[config.mk]
export PLATFORM = sky130hd
export DESIGN_NAME = parallel_port
export DESIGN_NICKNAME = d
export VERILOG_FILES = /design/src/pkg/pio_pkg.sv /design/src/rtl/parallel_port.sv
export SDC_FILE = /design/constraint.sdc
export NUM_CORES = 1
export LEC_CHECK = 0
export BUFFER_PORTS_ARGS = -buffer_cell sky130_fd_sc_hd__buf_2
export CORE_ASPECT_RATIO = 0.5
export CORE_MARGIN = 4
export CORE_UTILIZATION = 50
export CTS_CLUSTER_SIZE = 24
export DETAILED_ROUTE_END_ITERATION = 7
export PLACE_DENSITY_LB_ADDON = 0.08
export RECOVER_POWER = 25
export SETUP_SLACK_MARGIN = 0.02
export SLEW_MARGIN = 20
export SYNTH_ARGS = -nofsm -noshare
export SYNTH_HDL_FRONTEND = slang
export SYNTH_SLANG_ARGS = --single-unit
[constraint.sdc]
create_clock -name clk -period 2.2 [get_ports clk]
set_input_delay 0.11 -clock clk [delete_from_list [all_inputs] [get_ports clk]]
set_output_delay 0.11 -clock clk [all_outputs]
set_load 0.02 [all_outputs]
[src/pkg/pio_pkg.sv]
// Constants for the parallel I/O port block: register map, widths, resets.
// Assumes a 16-bit register port with byte addresses on a 16-bit word grid.
package pio_pkg;

   // ==========================================================
   // Bus geometry
   localparam int ADDR_W = 8;
   localparam int DATA_W = 16;

   // ==========================================================
   // Register offsets (byte addresses)
   localparam logic [7:0] OFS_PA_FUNC  = 8'h00;
   localparam logic [7:0] OFS_PA_DIR   = 8'h02;
   localparam logic [7:0] OFS_PA_DATA  = 8'h04;
   localparam logic [7:0] OFS_PB_FUNC  = 8'h06;
   localparam logic [7:0] OFS_PB_DIR   = 8'h08;
   localparam logic [7:0] OFS_PB_DATA  = 8'h0a;
   localparam logic [7:0] OFS_GLOBAL_INTERRUPT_MODE_REGISTER     = 8'h10;
   localparam logic [7:0] OFS_IMR      = 8'h12;

   // ==========================================================
   // Port widths and field positions
   localparam int PA_W       = 16;
   localparam int PB_W       = 12;
   localparam int PB_LO_W    = 8;
   localparam int PB_HI_LSB  = 8;
   localparam int PB_HI_W    = 4;
   localparam int WATCHDOG_OUTPUT_BIT   = 7;
   localparam int TIMER1_INPUT_BIT   = 3;
   localparam int TIMER2_INPUT_BIT   = 5;
   localparam int GLOBAL_INTERRUPT_MODE_REGISTER_EN_BIT = 0;

   // ==========================================================
   // Reset values
   localparam logic [15:0] RST_PA_FUNC = 16'h0000;
   localparam logic [15:0] RST_PA_DIR  = 16'h0000;
   localparam logic [7:0]  RST_PB_FUNC = 8'h80;
   localparam logic [11:0] RST_PB_DIR  = 12'h000;
   localparam logic [15:0] RST_GLOBAL_INTERRUPT_MODE_REGISTER    = 16'h0000;
   localparam logic [3:0]  RST_IMR     = 4'h0;

   // ==========================================================
   // Dedicated port B low pins that the block drives (1 = output)
   localparam logic [7:0]  PB_DED_OE   = 8'hd7;

   // Priority index of each upper pin inside level 4 (3 = highest)
   localparam logic [1:0]  PRI_PB11 = 2'h3;
   localparam logic [1:0]  PRI_PB10 = 2'h2;
   localparam logic [1:0]  PRI_PB9  = 2'h1;
   localparam logic [1:0]  PRI_PB8  = 2'h0;

endpackage

[src/rtl/parallel_port.sv]
// Parallel I/O ports A and B with port B upper-pin falling-edge requests.
// Assumes pins arrive asynchronously and registers sit on a simple
// strobe port whose read data appears one cycle after the read strobe.
//
// Added by the designer: the address-and-strobe port and the placing of the registers.
`timescale 1ns/100ps

module parallel_port
   import pio_pkg::*;
#(
   parameter logic [15:0] PA_TIE = 16'h8000
)
(
   input  wire logic                         clk,
   input  wire logic                         rst_n,
   input  wire logic [pio_pkg::ADDR_W-1:0]   addr,
   input  wire logic [pio_pkg::DATA_W-1:0]   wdata,
   input  wire logic                         wr,
   input  wire logic                         rd,
   output logic      [pio_pkg::DATA_W-1:0]   rdata,
   input  wire logic [pio_pkg::PA_W-1:0]     pa_in,
   output logic      [pio_pkg::PA_W-1:0]     pa_out,
   output logic      [pio_pkg::PA_W-1:0]     pa_oe,
   input  wire logic [pio_pkg::PA_W-1:0]     pa_ded_out,
   input  wire logic [pio_pkg::PA_W-1:0]     pa_ded_oe,
   output logic      [pio_pkg::PA_W-1:0]     pa_ded_in,
   input  wire logic [pio_pkg::PB_W-1:0]     pb_in,
   output logic      [pio_pkg::PB_W-1:0]     pb_out,
   output logic      [pio_pkg::PB_W-1:0]     pb_oe,
   input  wire logic                         level7_acknowledge_out,
   input  wire logic                         level6_acknowledge_out,
   input  wire logic                         level1_acknowledge_out,
   input  wire logic                         timer1_output,
   input  wire logic                         timer2_output,
   input  wire logic                         watchdog_output,
   output logic                              timer1_input,
   output logic                              timer2_input,
   output logic      [pio_pkg::PB_HI_W-1:0]  pb_irq_req,
   output logic      [1:0]                   pb_irq_pri
);
   import pio_pkg::*;

   // ==========================================================
   // Helpers

   // Pin drive value and enable for one port
   function automatic logic [15:0] pin_drive(input logic [15:0] func,
                                             input logic [15:0] lat,
                                             input logic [15:0] dout);
      pin_drive = (func & dout) | (~func & lat);
   endfunction

   function automatic logic [15:0] pin_enable(input logic [15:0] func,
                                              input logic [15:0] dir,
                                              input logic [15:0] doe);
      pin_enable = (func & doe) | (~func & dir);
   endfunction

   // Data register read view: drive value for driven pins, pin for sensed ones
   function automatic logic [15:0] data_view(input logic [15:0] oe,
                                             input logic [15:0] drv,
                                             input logic [15:0] pin);
      data_view = (oe & drv) | (~oe & pin);
   endfunction

   // ==========================================================
   // Registers and internal signals
   logic [15:0] pa_func_q;
   logic [15:0] pa_dir_q;
   logic [15:0] pa_lat_q;
   logic [7:0]  pb_func_q;
   logic [11:0] pb_dir_q;
   logic [11:0] pb_lat_q;
   logic [15:0] global_interrupt_mode_register_q;
   logic [3:0]  imr_q;
   logic [15:0] rdata_q;
   logic [15:0] pa_s1_q;
   logic [15:0] pa_s2_q;
   logic [11:0] pb_s1_q;
   logic [11:0] pb_s2_q;
   logic [3:0]  pb_hi_prev_q;
   logic [15:0] pb_func_ext;
   logic [15:0] pb_dir_ext;
   logic [15:0] pb_lat_ext;
   logic [15:0] pb_dout_ext;
   logic [15:0] pb_doe_ext;
   logic [15:0] pb_drv;
   logic [15:0] pb_en;
   logic [15:0] pa_drv;
   logic [15:0] pa_en;
   logic [3:0]  hi_fall;
   logic [15:0] rd_val;

   // ==========================================================
   // Pin synchronisers, two flops each
   always_ff @(posedge clk or negedge rst_n)
   begin
      if (!rst_n)
      begin
         pa_s1_q <= 16'h0000;
         pa_s2_q <= 16'h0000;
         pb_s1_q <= 12'h000;
         pb_s2_q <= 12'h000;
      end
      else
      begin
         pa_s1_q <= pa_in;
         pa_s2_q <= pa_s1_q;
         pb_s1_q <= pb_in;
         pb_s2_q <= pb_s1_q;
      end
   end

   // ==========================================================
   // Configuration registers; reset makes pins general inputs, except PB7 which drives watchdog_output
   always_ff @(posedge clk or negedge rst_n)
   begin
      if (!rst_n)
      begin
         pa_func_q <= RST_PA_FUNC;
         pa_dir_q  <= RST_PA_DIR;
         pb_func_q <= RST_PB_FUNC;
         pb_dir_q  <= RST_PB_DIR;
         global_interrupt_mode_register_q    <= RST_GLOBAL_INTERRUPT_MODE_REGISTER;
         imr_q     <= RST_IMR;
      end
      else if (wr)
      begin
         case (addr)
            OFS_PA_FUNC: pa_func_q <= wdata;
            OFS_PA_DIR:  pa_dir_q  <= wdata;
            OFS_PB_FUNC: pb_func_q <= wdata[7:0];
            OFS_PB_DIR:  pb_dir_q  <= wdata[11:0];
            OFS_GLOBAL_INTERRUPT_MODE_REGISTER:    global_interrupt_mode_register_q    <= wdata;
            OFS_IMR:     imr_q     <= wdata[3:0];
            default:     ;
         endcase
      end
   end

   // Output latches; written whatever the pin direction
   always_ff @(posedge clk or negedge rst_n)
   begin
      if (!rst_n)
      begin
         pa_lat_q <= 16'h0000;
         pb_lat_q <= 12'h000;
      end
      else if (wr && addr == OFS_PA_DATA)
         pa_lat_q <= wdata;
      else if (wr && addr == OFS_PB_DATA)
         pb_lat_q <= wdata[11:0];
   end

   // ==========================================================
   // Port B views widened to 16 bits; upper pins never dedicated
   assign pb_func_ext = {8'h00, pb_func_q};
   assign pb_dir_ext  = {4'h0, pb_dir_q};
   assign pb_lat_ext  = {4'h0, pb_lat_q};
   assign pb_dout_ext = {8'h00, watchdog_output, timer2_output, 1'b0, timer1_output,
                         1'b0, level1_acknowledge_out, level6_acknowledge_out,
                         level7_acknowledge_out};
   assign pb_doe_ext  = {8'h00, PB_DED_OE};

   // Pin multiplexers: dedicated function overrides direction
   assign pa_drv = pin_drive(pa_func_q, pa_lat_q, pa_ded_out);
   assign pa_en  = pin_enable(pa_func_q, pa_dir_q, pa_ded_oe);
   assign pb_drv = pin_drive(pb_func_ext, pb_lat_ext, pb_dout_ext);
   assign pb_en  = pin_enable(pb_func_ext, pb_dir_ext, pb_doe_ext);
   assign pa_out = pa_drv & pa_en;
   assign pa_oe  = pa_en;
   assign pb_out = pb_drv[11:0] & pb_en[11:0];
   assign pb_oe  = pb_en[11:0];

   // Peripheral inputs; general-use pins feed a constant
   assign pa_ded_in    = (pa_func_q & pa_s2_q) | (~pa_func_q & PA_TIE);
   assign timer1_input = pb_func_q[TIMER1_INPUT_BIT] & pb_s2_q[TIMER1_INPUT_BIT];
   assign timer2_input = pb_func_q[TIMER2_INPUT_BIT] & pb_s2_q[TIMER2_INPUT_BIT];

   // ==========================================================
   // Upper pin falling-edge requests
   always_ff @(posedge clk or negedge rst_n)
   begin
      if (!rst_n)
         pb_hi_prev_q <= 4'h0;
      else
         pb_hi_prev_q <= pb_s2_q[11:8];
   end

   // Edge only on input pins, gated by mode and mask
   assign hi_fall    = pb_hi_prev_q & ~pb_s2_q[11:8] & ~pb_dir_q[11:8];
   assign pb_irq_req = hi_fall & imr_q & {4{global_interrupt_mode_register_q[GLOBAL_INTERRUPT_MODE_REGISTER_EN_BIT]}};

   // Fixed priority of the highest active request
   always_comb
   begin
      if (pb_irq_req[3])
         pb_irq_pri = PRI_PB11;
      else if (pb_irq_req[2])
         pb_irq_pri = PRI_PB10;
      else if (pb_irq_req[1])
         pb_irq_pri = PRI_PB9;
      else
         pb_irq_pri = PRI_PB8;
   end

   // ==========================================================
   // Register read path
   always_comb
   begin
      case (addr)
         OFS_PA_FUNC: rd_val = pa_func_q;
         OFS_PA_DIR:  rd_val = pa_dir_q;
         OFS_PA_DATA: rd_val = data_view(pa_en, pa_drv, pa_s2_q);
         OFS_PB_FUNC: rd_val = pb_func_ext;
         OFS_PB_DIR:  rd_val = pb_dir_ext;
         OFS_PB_DATA: rd_val = data_view(pb_en, pb_drv, {4'h0, pb_s2_q}) & 16'h0fff;
         OFS_GLOBAL_INTERRUPT_MODE_REGISTER:    rd_val = global_interrupt_mode_register_q;
         OFS_IMR:     rd_val = {12'h000, imr_q};
         default:     rd_val = 16'h0000;
      endcase
   end

   // Read data stands one cycle only
   always_ff @(posedge clk or negedge rst_n)
   begin
      if (!rst_n)
         rdata_q <= 16'h0000;
      else if (rd)
         rdata_q <= rd_val;
      else
         rdata_q <= 16'h0000;
   end

   assign rdata = rdata_q;

   // ==========================================================
   // Checks
   AST_WATCHDOG_OUTPUT_AFTER_RESET: assert property (@(posedge clk) disable iff (!rst_n)
      !$past(rst_n) |-> pb_func_q[WATCHDOG_OUTPUT_BIT] && pb_dir_q[11:8] == 4'h0)
      else $error("watchdog bit or upper direction wrong after reset");

   AST_GLOBAL_INTERRUPT_MODE_REGISTER_AFTER_RESET: assert property (@(posedge clk) disable iff (!rst_n)
      !$past(rst_n) |-> global_interrupt_mode_register_q == 16'h0000 && pb_irq_req == 4'h0)
      else $error("mode register not clear after reset");

   AST_FALL_RAISES_REQ: assert property (@(posedge clk) disable iff (!rst_n)
      (pb_s2_q[8] && !pb_dir_q[8] && imr_q[0] && global_interrupt_mode_register_q[GLOBAL_INTERRUPT_MODE_REGISTER_EN_BIT]) ##1
      (!pb_s2_q[8] && !pb_dir_q[8] && imr_q[0] && global_interrupt_mode_register_q[GLOBAL_INTERRUPT_MODE_REGISTER_EN_BIT]) |-> pb_irq_req[0])
      else $error("falling edge on input pin gave no request");

   AST_ONE_REQ_PER_EDGE: assert property (@(posedge clk) disable iff (!rst_n)
      pb_irq_req[1] |=> !pb_irq_req[1])
      else $error("request held longer than one cycle");

   AST_OUTPUT_NO_REQ: assert property (@(posedge clk) disable iff (!rst_n)
      pb_dir_q[11:8] == 4'hf |-> pb_irq_req == 4'h0)
      else $error("request from output pin");

   AST_MASK_BLOCKS: assert property (@(posedge clk) disable iff (!rst_n)
      !imr_q[3] |-> !pb_irq_req[3])
      else $error("masked request passed");

   AST_READ_LATCH: assert property (@(posedge clk) disable iff (!rst_n)
      (rd && addr == OFS_PB_DATA && pb_dir_q[9] && !wr) |=> rdata[9] == $past(pb_lat_q[9]))
      else $error("output pin read not from latch");

   AST_READ_PIN: assert property (@(posedge clk) disable iff (!rst_n)
      (rd && addr == OFS_PB_DATA && !pb_dir_q[10]) |=> rdata[10] == $past(pb_s2_q[10]))
      else $error("input pin read not from pin");

   AST_PB_UPPER_ZERO: assert property (@(posedge clk) disable iff (!rst_n)
      (rd && (addr == OFS_PB_FUNC || addr == OFS_PB_DIR)) |=> rdata[15:12] == 4'h0)
      else $error("unused port B bits read nonzero");

   AST_TIMER_GROUND: assert property (@(posedge clk) disable iff (!rst_n)
      !pb_func_q[TIMER1_INPUT_BIT] |-> !timer1_input ##1 (pb_func_q[TIMER1_INPUT_BIT] || !timer1_input))
      else $error("timer input not grounded in general use");

   AST_WATCHDOG_OUTPUT_PIN: assert property (@(posedge clk) disable iff (!rst_n)
      pb_func_q[WATCHDOG_OUTPUT_BIT] |-> pb_oe[7] && pb_out[7] == watchdog_output)
      else $error("watchdog pin not driven by timer");

   COV_EDGE_REQ:   cover property (@(posedge clk) disable iff (!rst_n) pb_irq_req != 4'h0);
   COV_TWO_REQ:    cover property (@(posedge clk) disable iff (!rst_n) &pb_irq_req[3:2]);
   COV_LATCH_READ: cover property (@(posedge clk) disable iff (!rst_n)
      rd && addr == OFS_PB_DATA && pb_dir_q[11]);

endmodule

==> flow_summary.toml <==
[drt]
detail_routed_via_count_per_cell = 5.45
dr_total_vias = 6046
route.final.wire_length_mm = 21.0
remaining_drc_errors = 0
avgRoutedWirePerCell_um = 18.9
drt_first_pass_iters = 4
postRouteAntennaNets = 0
dr.first_iter.drc_count = 336

[final_layout]
finish.net_count = 986
share_of_layout_cells_above_drive_strength_1_pct = 38.6
insertedDiodeCount = 0
layout-area-overhead-vs-synth_pct = 29.0
layout.filler_cells = 1214

[worst_setup_path]
crit_required_ns = 2.51
cp-start-kind = "primary input"
setup.worst_path.end_class = "flop"
worstSetupPathType = "in -> reg"
logic_depth_of_the_worst_register_to_register_path = 5
worst_ep_arrival_time_ns = 2.05
critical_path.max_fanout = 12

[timing]
final_max_slew_viol_count = 0
setup_viol_count_final = 0
setup_total_negative_slack_ns = 0
relSlewSlack_pct = 61.8
period_needed_ns = 1.74
worst_pin_slew_ns = 0.573
final.setup_skew_ns = 0.0125
max_freq_mhz = 575
min_period_over_period_pct = 79.0
number_of_endpoints_with_negative_hold_slack_in_the_final_report = 0
rsz_0062_raised_after_global_routing = "false"
post-route-worst-setup-slack_ns = 0.461

[global_routing]
pin_count_of_the_biggest_net_entering_global_routing = 61
antenna_found_initial = 0
gr-usage-all-layers_pct = 24.0
grt_pass1_wl_mm = 33.5
grt_remaining_overflow = 0
grt_pass1_vias = 6195

[floorplan]
design.core.area_mm2 = 0.0155
placementRows = 32
floorplan.die_area_mm2 = 0.0180
ioPinCount = 190
floorplan.initialDensity_pct = 51.2
floorplan.die.height_um = 96.9
chipWidth_um = 186

[synth]
synth.yosys.seq_area_share_pct = 55.7
synthesis.nets = 738
post_synth_instance_area_mm2 = 0.00791
synthDominantAreaCellType = "dfrtp_1"
synth_top_cells_by_area = "dfrtp_1 (55%), mux2_2 (11%), mux2_1 (4.4%)"
avgSynthCellArea_um2 = 12.3
post_synth_inst_count = 644
ys_async_sr_fraction_pct = 100
synth.ff_latch_count = 176
synth.cells.most_frequent = "dfrtp_1 (175), mux2_2 (74), nand2_1 (48)"
synthesis.yosys.warnings = 0
number_of_flops_mapped_to_enable_cells_by_yosys = 0
synth_flop_cell = "dfrtp_1"
post-synth-top-count-cell = "dfrtp_1"
netlist.area_leader.share_pct = 55.4
ys_types = 58

[clocking]
holdBufCountCts = 39
cts_repair_resize_count = 0
cts_tree = "done"
clock_tree.root_cell = "clkbuf_16"
numClockSinks = 176
cts_made_buffers = 17
cts-htree-levels = 4
post_cts_setup_repair_bufs = 0
worst_setup_hold_path_clk_slew_ns = 0.07
maximum_buffer_depth_of_the_clock_tree = 2
insertion_delay_ns = 0.43

[pwr]
vdd.ir_drop.worst_uv = 538
p_per_area_mw_per_mm2 = 715
power.leakage_nw = 5.16

[job]
max_cap_violations = 0

[placement]
number_of_i_o_port_buffers = 189
gpl.final_weighted_congestion = 0.879
pre_cts_ws_ns = 0.0285
dp.final_hpwl_mm = 15.2

[min_path]
worst_hold_path_type = "in -> reg"
min_path_cells = 2

[status]
status = "finished clean"
-- layer usage --
layer	share of wire (%)	up-vias	global-route usage, %
met1	47	3055	34.7
met5	0	-	0
li1	-	2816	-
met4	0.52	0	4.53
met2	46	167	37.3
met3	6.2	8	5.97
-- path summary, 6_finish.rpt --
kind / startpoint / to / slack, ns
max: addr[0] / pb_dir_q[0] / 0.46
min: wdata[0] / pb_dir_q[0] / 0.01
max reg2reg: pa_func_q[9] / rdata[9] / 0.55
min reg2reg: pa_s1_q[4] / pa_s2_q[4] / 0.35
max in group asynchronous: rst_n / pa_dir_q[2] / 1.15
min in group asynchronous: rst_n / pa_s1_q[4] / 0.22
-- state kept, by name (all words and copies together) (netlist names) --
register,count
global_interrupt_mode_register_q,16
imr_q,4
pa_dir_q,16
pa_func_q,16
pa_lat_q,16
pa_s1_q,16
pa_s2_q,16
pb_dir_q,12
pb_func_q,8
pb_hi_prev_q,4
pb_lat_q,12
pb_s1_q,12
pb_s2_q,12
rdata,16
-- worst max-delay path, stage by stage --
cell	delay, ns
buf_2	0.11
or4_4	0.58
or3_4	0.41
nor2_4	0.13
nand2_2	0.30
mux2_1	0.41
-- cell families after synthesis --
group	synth area share, %
AOI/OAI and AO/OA	9.49
buffers and inverters	2.66
muxes	20.2
DFF	55.7
and+or+nand+nor	12.0
-- power by group --
part	switching (W)	total (W)	leakage, nW	internal, W
clock network	0.00130	0.00310	0.275	0.00180
logic	0.000375	0.000700	2.59	0.000325
registers	0.000114	0.00349	2.30	0.00338
-- layout make-up --
type                    instances  area, um2  area share, %
flip-flops and latches        176       4410           43.2
multi-input cells             423       3290           32.3
repair buffers                257       1590           15.5
clock buffers                  21        440           4.32
well taps                     204        255           2.50
clock inverters                11        155           1.52
inverters                      17       63.8          0.626
-- through the flow --
step / util [%] / hold slack, ns / total power [W] / instance area, um2 / instances
after CTS: 66.0 / 0.00196 / 0.00735 / 10200 / 1109
after global routing: 66.0 / 0.0117 / 0.00759 / 10200 / 1109
after detailed placement: 59.6 / 0.118 / 0.00420 / 9210 / 1038
after global placement: 59.6 / 0.118 / 0.00419 / 9210 / 1038
after floorplan: - / -0.186 / 0.00386 / 7910 / 644
final: 66.0 / 0.0104 / 0.00729 / 10200 / 1109
-- cells in the final DEF, fill, tap and decap left out, types with 6 or more instances in the layout --
master,instances
buf_2,188
dfrtp_1,175
mux2_2,74
nand2_1,48
dlygate4sd3_1,39
mux2_1,31
a21oi_1,28
buf_4,27
and2_1,25
mux2i_1,24
o21ai_0,22
nor2_1,20
inv_1,17
clkbuf_16,17
nor2b_1,15
nand2b_1,14
nand3_1,11
a32o_1,11
mux2_4,10
a31oi_1,9
o211ai_1,6
or2_2,6
No activity file was read; power rests on OpenSTA's default activity.
